<file path="config.mk">
export PLATFORM = sky130hd
export DESIGN_NAME = monitor_interrupt_control
export DESIGN_NICKNAME = d
export VERILOG_FILES = /design/src/rtl/monitor_irq_pkg.sv /design/src/rtl/monitor_interrupt_control.sv
export SDC_FILE = /design/constraint.sdc
export NUM_CORES = 1
export LEC_CHECK = 0
export ABC_CLOCK_PERIOD_IN_PS = 2950
export BUFFER_PORTS_ARGS = -buffer_cell sky130_fd_sc_hd__buf_2
export CAP_MARGIN = 20
export CORE_MARGIN = 2
export CORE_UTILIZATION = 28
export DETAILED_ROUTE_END_ITERATION = 7
export PLACE_DENSITY = 0.42
export SLEW_MARGIN = 20
export SYNTH_ARGS = -nofsm -noshare
export SYNTH_HDL_FRONTEND = slang
export SYNTH_SLANG_ARGS = --single-unit
</file>
<file path="constraint.sdc">
create_clock -name sys_clk -period 2.95 [get_ports sys_clk]
set_input_delay 0.1475 -clock sys_clk [delete_from_list [all_inputs] [get_ports sys_clk]]
set_output_delay 0.1475 -clock sys_clk [all_outputs]
set_load 0.02 [all_outputs]
</file>
<file path="src/rtl/monitor_irq_pkg.sv">
// Constants, carriers and state types of the monitor interrupt control block
package monitor_irq_pkg;

  localparam int ADDR_W = 7;
  localparam int DATA_W = 8;

  localparam logic [ADDR_W-1:0] ADDR_CFG = 7'h40;
  localparam logic [ADDR_W-1:0] ADDR_STAT_LO = 7'h41;
  localparam logic [ADDR_W-1:0] ADDR_STAT_HI = 7'h42;
  localparam logic [ADDR_W-1:0] ADDR_SMASK_LO = 7'h43;
  localparam logic [ADDR_W-1:0] ADDR_SMASK_HI = 7'h44;
  localparam logic [ADDR_W-1:0] ADDR_NMASK_LO = 7'h45;
  localparam logic [ADDR_W-1:0] ADDR_NMASK_HI = 7'h46;

  localparam int CFG_START = 0;
  localparam int CFG_SMI_EN = 1;
  localparam int CFG_ALT_EN = 2;
  localparam int CFG_HOLD = 3;
  localparam int CFG_RST_REQ = 4;
  localparam int CFG_ALT_SEL = 5;
  localparam int CFG_BYPASS = 6;
  localparam int CFG_INIT = 7;

  localparam int ST1_TEMP = 4;
  localparam int ST1_BOARD = 5;
  localparam int ST1_TACH1 = 6;
  localparam int ST1_TACH2 = 7;
  localparam int ST2_TACH3 = 3;
  localparam int ST2_INTRUSION = 4;
  localparam int ST2_OVERFLOW = 5;
  localparam int ST2_CHAINED = 6;
  localparam int ST2_RESERVED = 7;
  localparam int SMASK2_RST_EN = 7;

  localparam logic [DATA_W-1:0] CFG_RESET = 8'h08;
  localparam logic [DATA_W-1:0] STAT_RESET = 8'h00;
  localparam logic [DATA_W-1:0] SMASK_RESET = 8'h00;
  localparam logic [DATA_W-1:0] NMASK_LO_RESET = 8'h00;
  localparam logic [DATA_W-1:0] NMASK_HI_RESET = 8'h40;
  localparam logic [DATA_W-1:0] ZERO_BYTE = 8'h00;
  localparam logic [ADDR_W-1:0] PTR_RESET = 7'h00;

  localparam int POST_CNT_W = 5;
  localparam logic [POST_CNT_W-1:0] POST_LAST = 5'h1f;

  localparam int RESET_PULSE_MS = 20;
  localparam int CLK_MHZ = 250;
  localparam int RESET_PULSE_DEFAULT = RESET_PULSE_MS * 1000 * CLK_MHZ;
  localparam int RST_CNT_W = 23;

  // Host port: address port (data_port = 0) or data port (data_port = 1)
  typedef struct packed {
    logic wr;
    logic rd;
    logic data_port;
    logic [DATA_W-1:0] wdata;
  } host_req_t;

  typedef struct packed {
    logic [4:0] analog_limit;
    logic [1:0] negative_limit;
    logic temp_limit;
    logic [2:0] tach_limit;
    logic board_temp_alert_n;
    logic intrusion;
    logic chained_irq_input_n;
    logic post_write;
  } monitor_events_t;

  typedef enum logic {RST_IDLE, RST_PULSE} rst_state_t;

  typedef struct packed {
    logic [DATA_W-1:0] cfg;
    logic [DATA_W-1:0] stat_lo;
    logic [DATA_W-1:0] stat_hi;
    logic [DATA_W-1:0] smask_lo;
    logic [DATA_W-1:0] smask_hi;
    logic [DATA_W-1:0] nmask_lo;
    logic [DATA_W-1:0] nmask_hi;
    logic [ADDR_W-1:0] ptr;
    logic [POST_CNT_W-1:0] post_cnt;
    logic intrusion_d;
    rst_state_t rst_st;
    logic [RST_CNT_W-1:0] rst_cnt;
    logic reset_out_n;
    logic smi_n;
    logic alt_irq;
    logic [DATA_W-1:0] rdata;
  } ctrl_state_t;

  localparam ctrl_state_t ST_RESET = '{
    cfg: CFG_RESET, stat_lo: STAT_RESET, stat_hi: STAT_RESET,
    smask_lo: SMASK_RESET, smask_hi: SMASK_RESET,
    nmask_lo: NMASK_LO_RESET, nmask_hi: NMASK_HI_RESET,
    ptr: PTR_RESET, post_cnt: '0, intrusion_d: 1'b0, rst_st: RST_IDLE,
    rst_cnt: '0, reset_out_n: 1'b1, smi_n: 1'b1, alt_irq: 1'b1, rdata: ZERO_BYTE};

endpackage

</file>
<file path="src/rtl/monitor_interrupt_control.sv">
// Configuration, event status and interrupt masking of the hardware monitor
// Behaviour
// - Config bit 0 starts monitoring, clear is standby
// - Clearing start keeps raised interrupt outputs asserted
// - Config bit 1 enables management interrupt output
// - Config bit 2 enables the NMI/IRQ output
// - Hold-off silences both interrupt outputs, freezes both status registers
// - Hold-off suspends monitoring until software clears it
// - Reset request bit drives 20 ms low pulse
// - Reset request clears itself when pulse ends
// - Config bit 5 selects NMI or active-low IRQ
// - Config bit 6 pulls power bypass pin low
// - Init bit restores defaults, then reads zero
// - Configuration powers up as 0x08, hold-off set
// - Limit flags latch channel and temperature excursions
// - Board temperature alert sets status 1 bit 5
// - Fan limit flags: bits 6, 7 and status 2 bit 3
// - Intrusion rising sets status 2 bit 4
// - Thirty-second POST write sets overflow flag
// - Low chained input sets status 2 bit 6
// - Status and management masks reset to zero; status is read-only
// - Management mask bit excludes its status flag
// - Mask 2 bit 7 enables reset pulse generation
// - NMI masks exclude flags; chained mask resets one
// - Pointer auto-increments across paired registers
module monitor_interrupt_control
  import monitor_irq_pkg::*;
#(
  parameter int unsigned RESET_PULSE_CYCLES = monitor_irq_pkg::RESET_PULSE_DEFAULT
) (
  input wire logic sys_clk,
  input wire logic rstn,
  input wire monitor_irq_pkg::host_req_t host_req,
  output logic [monitor_irq_pkg::DATA_W-1:0] host_rdata,
  input wire monitor_irq_pkg::monitor_events_t events,
  output logic system_mgmt_irq_n,
  output logic alt_irq,
  output logic reset_out_n,
  input wire logic power_bypass_in,
  output logic power_bypass_out,
  output logic power_bypass_oe_n
);
  import monitor_irq_pkg::*;

  localparam logic [RST_CNT_W-1:0] PULSE_LOAD = RST_CNT_W'(RESET_PULSE_CYCLES - 1);

  ctrl_state_t st;
  ctrl_state_t next_st;
  logic monitoring;
  logic hold;
  logic data_wr;
  logic data_rd;
  logic [DATA_W-1:0] set_lo;
  logic [DATA_W-1:0] set_hi;
  logic smi_pend;
  logic alt_pend;
  logic alt_active;
  logic overflow_hit;
  logic [DATA_W-1:0] rd_mux;

  assign hold = st.cfg[CFG_HOLD];
  assign monitoring = st.cfg[CFG_START] && !hold;
  assign data_wr = host_req.wr && host_req.data_port;
  assign data_rd = host_req.rd && host_req.data_port;
  assign overflow_hit = events.post_write && (st.post_cnt == POST_LAST);

  // Comparator and fan results only count while the monitor runs
  always_comb begin
    set_lo = ZERO_BYTE;
    set_hi = ZERO_BYTE;
    if (monitoring) begin
      set_lo[ST1_TEMP-1:0] = events.analog_limit[ST1_TEMP-1:0];
      set_lo[ST1_TEMP] = events.temp_limit;
      set_lo[ST1_BOARD] = !events.board_temp_alert_n;
      set_lo[ST1_TACH1] = events.tach_limit[0];
      set_lo[ST1_TACH2] = events.tach_limit[1];
      set_hi[0] = events.analog_limit[ST1_TEMP];
      set_hi[2:1] = events.negative_limit;
      set_hi[ST2_TACH3] = events.tach_limit[2];
    end
    set_hi[ST2_INTRUSION] = events.intrusion && !st.intrusion_d;
    set_hi[ST2_OVERFLOW] = overflow_hit;
    set_hi[ST2_CHAINED] = !events.chained_irq_input_n;
    set_hi[ST2_RESERVED] = 1'b0;
  end

  assign smi_pend = |(st.stat_lo & ~st.smask_lo) ||
                    |(st.stat_hi[ST2_CHAINED:0] & ~st.smask_hi[ST2_CHAINED:0]);
  assign alt_pend = |(st.stat_lo & ~st.nmask_lo) ||
                    |(st.stat_hi[ST2_CHAINED:0] & ~st.nmask_hi[ST2_CHAINED:0]);
  assign alt_active = st.cfg[CFG_ALT_EN] && !hold && alt_pend;

  always_comb begin
    case (st.ptr)
      ADDR_CFG: rd_mux = st.cfg;
      ADDR_STAT_LO: rd_mux = st.stat_lo;
      ADDR_STAT_HI: rd_mux = st.stat_hi;
      ADDR_SMASK_LO: rd_mux = st.smask_lo;
      ADDR_SMASK_HI: rd_mux = st.smask_hi;
      ADDR_NMASK_LO: rd_mux = st.nmask_lo;
      ADDR_NMASK_HI: rd_mux = st.nmask_hi;
      default: rd_mux = ZERO_BYTE;
    endcase
  end

  always_comb begin
    next_st = st;
    next_st.intrusion_d = events.intrusion;

    // Reset pulse runs first so that a host write in the same cycle wins
    case (st.rst_st)
      RST_IDLE: begin
        if (st.cfg[CFG_RST_REQ] && st.smask_hi[SMASK2_RST_EN]) begin
          next_st.rst_st = RST_PULSE;
          next_st.rst_cnt = PULSE_LOAD;
          next_st.reset_out_n = 1'b0;
        end
      end
      RST_PULSE: begin
        if (st.rst_cnt == '0) begin
          next_st.rst_st = RST_IDLE;
          next_st.reset_out_n = 1'b1;
          next_st.cfg[CFG_RST_REQ] = 1'b0;
        end else begin
          next_st.rst_cnt = st.rst_cnt - 1'b1;
        end
      end
      default: begin
        next_st.rst_st = RST_IDLE;
        next_st.reset_out_n = 1'b1;
      end
    endcase

    if (host_req.wr && !host_req.data_port) begin
      next_st.ptr = host_req.wdata[ADDR_W-1:0];
    end
    if (host_req.rd && !host_req.data_port) begin
      next_st.rdata = {1'b0, st.ptr};
    end

    if (data_wr) begin
      case (st.ptr)
        ADDR_CFG: next_st.cfg = host_req.wdata;
        ADDR_SMASK_LO: next_st.smask_lo = host_req.wdata;
        ADDR_SMASK_HI: next_st.smask_hi = host_req.wdata;
        ADDR_NMASK_LO: next_st.nmask_lo = host_req.wdata;
        ADDR_NMASK_HI: next_st.nmask_hi = host_req.wdata;
        default: ;
      endcase
    end

    // Reading a status register clears it, except under hold-off
    if (data_rd) begin
      next_st.rdata = rd_mux;
      if (!hold && st.ptr == ADDR_STAT_LO) begin
        next_st.stat_lo = STAT_RESET;
      end
      if (!hold && st.ptr == ADDR_STAT_HI) begin
        next_st.stat_hi = STAT_RESET;
      end
    end

    if (data_wr || data_rd) begin
      if (st.ptr == ADDR_STAT_LO || st.ptr == ADDR_SMASK_LO || st.ptr == ADDR_NMASK_LO) begin
        next_st.ptr = st.ptr + 1'b1;
      end
    end

    // A set in the same cycle as a read clear is kept
    if (!hold) begin
      next_st.stat_lo = next_st.stat_lo | set_lo;
      next_st.stat_hi = next_st.stat_hi | set_hi;
    end

    if (events.post_write && st.post_cnt != POST_LAST) begin
      next_st.post_cnt = st.post_cnt + 1'b1;
    end

    // Outputs look at the present flags, not at start, so standby keeps them
    next_st.smi_n = !(st.cfg[CFG_SMI_EN] && !hold && smi_pend);
    next_st.alt_irq = st.cfg[CFG_ALT_SEL] ? alt_active : !alt_active;

    // Init keeps the pointer and a running reset pulse
    if (data_wr && st.ptr == ADDR_CFG && host_req.wdata[CFG_INIT]) begin
      next_st.cfg = CFG_RESET;
      next_st.stat_lo = STAT_RESET;
      next_st.stat_hi = STAT_RESET;
      next_st.smask_lo = SMASK_RESET;
      next_st.smask_hi = SMASK_RESET;
      next_st.nmask_lo = NMASK_LO_RESET;
      next_st.nmask_hi = NMASK_HI_RESET;
      next_st.post_cnt = '0;
    end
  end

  always_ff @(posedge sys_clk or negedge rstn) begin
    if (!rstn) begin
      st <= ST_RESET;
    end else begin
      st <= next_st;
    end
  end

  assign host_rdata = st.rdata;
  assign system_mgmt_irq_n = st.smi_n;
  assign alt_irq = st.alt_irq;
  assign reset_out_n = st.reset_out_n;
  // Open drain: only ever drives low
  assign power_bypass_out = 1'b0;
  assign power_bypass_oe_n = !st.cfg[CFG_BYPASS];

  // Helper for the pulse length check
  int unsigned low_len;
  always_ff @(posedge sys_clk or negedge rstn) begin
    if (!rstn) begin
      low_len <= 0;
    end else if (!reset_out_n) begin
      low_len <= low_len + 1;
    end else begin
      low_len <= 0;
    end
  end

  logic cfg_wr;
  assign cfg_wr = data_wr && st.ptr == ADDR_CFG;

  property p_smi_off;
    @(posedge sys_clk) disable iff (!rstn)
      !st.cfg[CFG_SMI_EN] |=> system_mgmt_irq_n;
  endproperty
  a_smi_off: assert property (p_smi_off)
    else $error("management interrupt asserted while disabled");

  property p_alt_off;
    @(posedge sys_clk) disable iff (!rstn)
      !st.cfg[CFG_ALT_EN] |=> alt_irq == !$past(st.cfg[CFG_ALT_SEL]);
  endproperty
  a_alt_off: assert property (p_alt_off)
    else $error("NMI/IRQ output active while disabled");

  property p_hold;
    @(posedge sys_clk) disable iff (!rstn)
      (hold && !cfg_wr) |=> $stable(st.stat_lo) && $stable(st.stat_hi) &&
        system_mgmt_irq_n && alt_irq == !$past(st.cfg[CFG_ALT_SEL]);
  endproperty
  a_hold: assert property (p_hold)
    else $error("hold-off did not freeze status or silence outputs");

  property p_rst_len;
    @(posedge sys_clk) disable iff (!rstn)
      $rose(reset_out_n) |-> low_len == RESET_PULSE_CYCLES && !st.cfg[CFG_RST_REQ] || $past(cfg_wr);
  endproperty
  a_rst_len: assert property (p_rst_len)
    else $error("reset pulse length wrong or request not cleared");

  property p_rst_gate;
    @(posedge sys_clk) disable iff (!rstn)
      (reset_out_n && !st.smask_hi[SMASK2_RST_EN]) |=> reset_out_n;
  endproperty
  a_rst_gate: assert property (p_rst_gate)
    else $error("reset pulse started without reset enable");

  property p_bypass;
    @(posedge sys_clk) disable iff (!rstn)
      (cfg_wr && !host_req.wdata[CFG_INIT]) |=>
        power_bypass_oe_n == !$past(host_req.wdata[CFG_BYPASS]);
  endproperty
  a_bypass: assert property (p_bypass)
    else $error("power bypass pin does not follow its bit");

  property p_init;
    @(posedge sys_clk) disable iff (!rstn)
      (cfg_wr && host_req.wdata[CFG_INIT]) |=> st.cfg == CFG_RESET &&
        st.stat_lo == STAT_RESET && st.nmask_hi == NMASK_HI_RESET;
  endproperty
  a_init: assert property (p_init)
    else $error("init did not restore defaults");

  property p_intrusion;
    @(posedge sys_clk) disable iff (!rstn)
      (!hold && events.intrusion && !st.intrusion_d && !cfg_wr) |=> st.stat_hi[ST2_INTRUSION];
  endproperty
  a_intrusion: assert property (p_intrusion)
    else $error("intrusion edge not latched");

  property p_chained;
    @(posedge sys_clk) disable iff (!rstn)
      (!hold && !events.chained_irq_input_n && !cfg_wr) |=> st.stat_hi[ST2_CHAINED];
  endproperty
  a_chained: assert property (p_chained)
    else $error("chained interrupt not latched");

  property p_autoinc;
    @(posedge sys_clk) disable iff (!rstn)
      ((data_wr || data_rd) && st.ptr == ADDR_STAT_LO && !host_req.wr) |=> st.ptr == ADDR_STAT_HI;
  endproperty
  a_autoinc: assert property (p_autoinc)
    else $error("pointer did not advance to status 2");

  property p_masked;
    @(posedge sys_clk) disable iff (!rstn)
      (&st.smask_lo && &st.smask_hi[ST2_CHAINED:0]) |=> system_mgmt_irq_n;
  endproperty
  a_masked: assert property (p_masked)
    else $error("fully masked flags raised management interrupt");

  property p_smi_on;
    @(posedge sys_clk) disable iff (!rstn)
      (st.cfg[CFG_SMI_EN] && !hold && st.stat_lo[ST1_TEMP] && !st.smask_lo[ST1_TEMP]) |=>
        !system_mgmt_irq_n;
  endproperty
  a_smi_on: assert property (p_smi_on)
    else $error("unmasked flag did not raise management interrupt");

  property p_alt_on;
    @(posedge sys_clk) disable iff (!rstn)
      (st.cfg[CFG_ALT_EN] && !hold && st.stat_lo[ST1_TEMP] && !st.nmask_lo[ST1_TEMP]) |=>
        alt_irq == $past(st.cfg[CFG_ALT_SEL]);
  endproperty
  a_alt_on: assert property (p_alt_on)
    else $error("unmasked flag did not raise NMI/IRQ output");

  property p_standby;
    @(posedge sys_clk) disable iff (!rstn)
      (!st.cfg[CFG_START] && !st.stat_lo[ST1_TEMP]) |=> !st.stat_lo[ST1_TEMP];
  endproperty
  a_standby: assert property (p_standby)
    else $error("limit flag latched in standby");

  property p_overflow;
    @(posedge sys_clk) disable iff (!rstn)
      (overflow_hit && !hold && !cfg_wr) |=> st.stat_hi[ST2_OVERFLOW];
  endproperty
  a_overflow: assert property (p_overflow)
    else $error("POST overflow not latched");

  // The pin loops back through the outside pull-up, so a low drive must read low
  property p_bypass_pin;
    @(posedge sys_clk) disable iff (!rstn)
      !power_bypass_oe_n |-> !power_bypass_in;
  endproperty
  a_bypass_pin: assert property (p_bypass_pin)
    else $error("power bypass pin not pulled low");

  c_smi: cover property (@(posedge sys_clk) disable iff (!rstn) $fell(system_mgmt_irq_n));
  c_alt_nmi: cover property (@(posedge sys_clk) disable iff (!rstn)
    st.cfg[CFG_ALT_SEL] && $rose(alt_irq));
  c_reset: cover property (@(posedge sys_clk) disable iff (!rstn) $rose(reset_out_n));
  c_overflow: cover property (@(posedge sys_clk) disable iff (!rstn) overflow_hit);

endmodule

</file>
==> impl.org <==
** Worst setup path
- The endpoint identified for the worst register-to-register timing path is st[61].
- The worst setup path is captured at a flip-flop.
- The worst setup path is of the reg2reg kind.
- The number of cells on the worst reg-to-reg path is 5.
- In this run the register-to-register setup slack is 570 ps.
- Data on the critical path is required at its endpoint by 3190 ps.
- The startpoint identified for the worst register-to-register timing path is st[44].
- Tracing the worst setup path back leads to its startpoint at st[44].
- STA classifies the critical path startpoint as a flip-flop.
- Of all nets on the critical path, the largest fanout is 8.
- Worst endpoint data arrival time :: 2620 ps

** Placement
- In this run the cell area measured after placement is 0.005737 mm2.
- Port bufs :: 39
- Detail Placement HPWL :: 11.13 mm
- Routability congestion estimate from global placement :: 0.8624
- Number of placed cells counting well taps :: 806

** Global route
- The number of antenna violations at the first check in global routing came to 0.
- Via count of the first global-routing pass :: 4,215
- The first global-routing pass estimated 24.74 mm of wire.
- For met1 alone, demand over resource in global routing was 0.2233.
- In the global route stage, met3 resource usage came out at 0.03264.
- After global routing the overflow that remains totals 0.
- For met2 alone, demand over resource in global routing was 0.2553.
- Across every metal layer, demand over resource in global routing totals 0.1602.
- Most crowded layer after global routing :: met2
- Entering global routing, the biggest net connects 48 pins.

** Clock network
- For the worst-skew pair, the clock arrives at the later sink with an insertion delay of 360 ps.
- CTS placed an instance of clkbuf_16 at the clock tree root.
- Clock buffer count from CTS :: 9
- The tree built by TritonCTS fans out to 103 sinks.
- The H-tree was split into 3 levels.
- After clock tree synthesis, the flow added hold-fix buffers numbering 2.
- Post-CTS Setup Repair Bufs :: 0
- Post-CTS repair changed the size of 0 cells.
- CTS tree :: built
- Largest buffer count on any clock path :: 2
- Clock transition at the registers of the reported paths :: 70 ps

** Power and ir drop
- The share of total power dissipated in sequential elements is 0.405.
- Switching fraction of total power :: 0.3704
- IR analysis of the VDD net gives a maximum drop of 423.5 uV.
- Combinational power share :: 0.316
- Power Dens Cells :: 768.1 mW/mm2
- Static leakage :: 2.813 nW
- Net switching power :: 1.727 mW
- Cell internal power was estimated by the tool at 2.936 mW.
- Clock share of power :: 0.279
- Power comes to 4.663 mW.

** Logic synthesis
- In this run, distinct cell masters in the synthesized netlist total 61.
- Nets in the synthesized netlist :: 599
- The complex-gate fraction of the synthesized area is 0.1641.
- Count of mapped cells out of synthesis :: 562
- Of the post-synthesis cell area, the part taken by muxes is 0.07890.
- Combinational family with the most area after synthesis :: simple AND/OR/NAND/NOR gates
- The share of the Yosys chip area taken by registers is 0.4820.
- Parity-gate share of the synthesized area counting xor and xnor cells :: 0.01144
- During synthesis, Yosys emitted a total of 0 warnings.
- Simple-gate share of the synthesized area :: 0.1839
- Counting flops and latches in the post-synthesis netlist gives 103.
- Synthesized area divided by synthesized cell count :: 9.538 um2
- Of the total synthesized cell area, the portion taken by full adders, half adders and majority gates is 0.01867.
- After synthesis the cells add up to 0.005360 mm2.
- In the synthesized netlist the async set-or-reset flop fraction comes to 1.000.
- Top FF cell, synth :: dfrtp_1
- In this run, synthesis inferred 0 flip-flops with an integrated enable.

** Timing
- Portion of the clock cycle consumed by the worst path in the final layout :: 0.8080
- Setup violations remaining at the end of the flow were counted as 0.
- Summed over all failing endpoints, the final setup total negative slack is 0 ps.
- Final critical delay including setup and external delays :: 2383 ps
- For the pin with the worst max-slew slack, the measured transition is 850.8 ps.
- Worst-case headroom to the max-slew limit :: 0.4307
- The final hold violation count was 0.
- The count of pins over their slew limit is 0.
- Setup repair after global routing left no endpoint under its margin.
- Max Clock Skew :: 10.00 ps
- Max Clk Rate :: 419.6 MHz

** Worst hold path
- Hold Startpoint :: events[10]
- Class of the tightest hold or removal check :: in2reg
- The path with the worst hold slack has its endpoint at st[88].
- Hold path cells :: 3

** Routing
- The detailed router finished its first iteration with 389 violations.
- WL per Instance :: 18.94 um
- Final routed wirelength across all metal layers :: 15.61 mm
- Avg Vias per Cell :: 5.274
- Routed vias :: 4,346
- Number of remaining DRC errors :: 0
- In this run the remaining antenna-violating nets after routing total 0.
- Count of TritonRoute iterations in the first routing pass :: 5

** Layout
- Filler-free cell count of the finished design :: 824
- Compared with the post-synthesis result, the final layout area differs by 13.26%.
- Antenna Cells :: 0
- The finished cells cover 0.006071 mm2.
- Of the cells placed in the final design, the portion with a size suffix greater than 1 is 0.1492.
- In the final design database the tool counted 622 nets.
- Final core utilization :: 0.3235

** Floorplan
- Ports placed on the boundary :: 42
- Num rows :: 50
- Total Die Area :: 0.02027 mm2
- Initial cell density of the core :: 0.2856
- Vert. Die Dim :: 142.4 um
- Measured along the x axis, the die boundary spans 142.4 um.
- The floorplan step defined a core boundary enclosing 0.01877 mm2.

** Outcome
- The flow ran to the end, and the final reports show no timing, DRC or antenna violations.

** Flow run
- Max Cap Viol :: 0
[synthesized netlist by cell type, types with 6 or more instances]
| cell type | number | area share |
|---|---|---|
| a211oi_1 | 9 | 0.013 |
| a21oi_1 | 17 | 0.016 |
| a222oi_1 | 6 | 0.011 |
| a22oi_1 | 16 | 0.022 |
| a31oi_1 | 11 | 0.013 |
| buf_4 | 14 | 0.020 |
| clkbuf_1 | 21 | 0.015 |
| dfrtp_1 | 98 | 0.46 |
| ha_1 | 8 | 0.019 |
| inv_1 | 32 | 0.022 |
| mux2i_1 | 40 | 0.075 |
| nand2_1 | 41 | 0.029 |
| nand3_1 | 9 | 0.0084 |
| nor2_1 | 87 | 0.061 |
| nor3_1 | 7 | 0.0065 |
| nor4_1 | 8 | 0.0093 |
| o21ai_0 | 31 | 0.029 |
| o22ai_1 | 15 | 0.018 |
[cell usage in the layout (no fill, tap or decap), types with 5 or more instances in the layout]
cell type,instances
a21oi_1,17
o21ai_0,31
nor3_1,7
a222oi_1,6
and3_1,5
a211oi_1,9
ha_1,8
a22oi_1,16
dfrtp_1,98
mux2i_1,40
buf_2,38
nor2_1,87
or2_2,5
nor4_1,8
inv_1,32
a31oi_1,11
nor2b_1,5
o22ai_1,15
dfstp_2,5
clkbuf_16,9
buf_4,9
nand3_1,9
nand2_1,41
[registers in the layout, indices dropped and copies added, names as in the netlist]
name	flops
reset_out_n	1
alt_irq	1
hold	1
st	91
host_rdata	8
system_mgmt_irq_n	1
[power by group through the flow]
| stage | clock network [mW] | registers (mW) | logic (mW) |
|---|---|---|---|
| after floorplan | 0 | 1.84 | 1.17 |
| after global routing | 1.39 | 1.93 | 1.68 |
| final | 1.30 | 1.89 | 1.48 |
| after global placement | 0 | 1.90 | 1.45 |
| after detailed placement | 0 | 1.91 | 1.49 |
| after CTS | 1.34 | 1.89 | 1.49 |
[area by class of cell]
class | instances | area [um2]
timing repair buffer | 50 | 297.8
inverter | 33 | 123.9
clock inverter | 5 | 81.33
tap | 234 | 292.8
sequential | 103 | 2584
clock buffer | 11 | 232.7
fill | 1977 | 12700
multi-input combinational | 388 | 2459
[kinds of logic after synthesis]
family          Yosys count
simple gates            200
buf+inv                  71
flops                   103
compound gates          130
mux                      42
xor+xnor                  7
fa+ha+maj                 8
other cells               1
[worst max path at each step]
| stage | endpoint | slack (ps) |
|---|---|---|
| after global placement | st[85] | 610 |
| after detailed placement | st[24] | 540 |
| after global routing | st[24] | 300 |
| after floorplan | st[100] | 830 |
| after CTS | st[24] | 520 |
| final | st[61] | 570 |
[worst max-delay path, stage by stage, from the launching register on]
cell and delay (ps):
dfrtp_1 440, or4b_1 700, nor2_1 330, nand4_2 440, mux2i_1 290, nor2_1 60
[per-stage QoR]
stage	setup WS (ps)	hold WS, ps
floorplan	827.1	-148.1
CTS	522.8	39.98
detailed placement	538.8	134.1
global placement	609.9	136.7
global route	295.5	52.01
finish	566.5	49.43
[layer usage]
| layer | routed length (um) | vias up | share of wire |
|---|---|---|---|
| met5 | 0 | - | 0 |
| met4 | 163 | 0 | 0.010 |
| met3 | 770 | 11 | 0.049 |
| met2 | 7309 | 113 | 0.47 |
| met1 | 7367 | 2183 | 0.47 |
| li1 | - | 2039 | - |
Note: power is estimated with default switching activity, not from simulation.
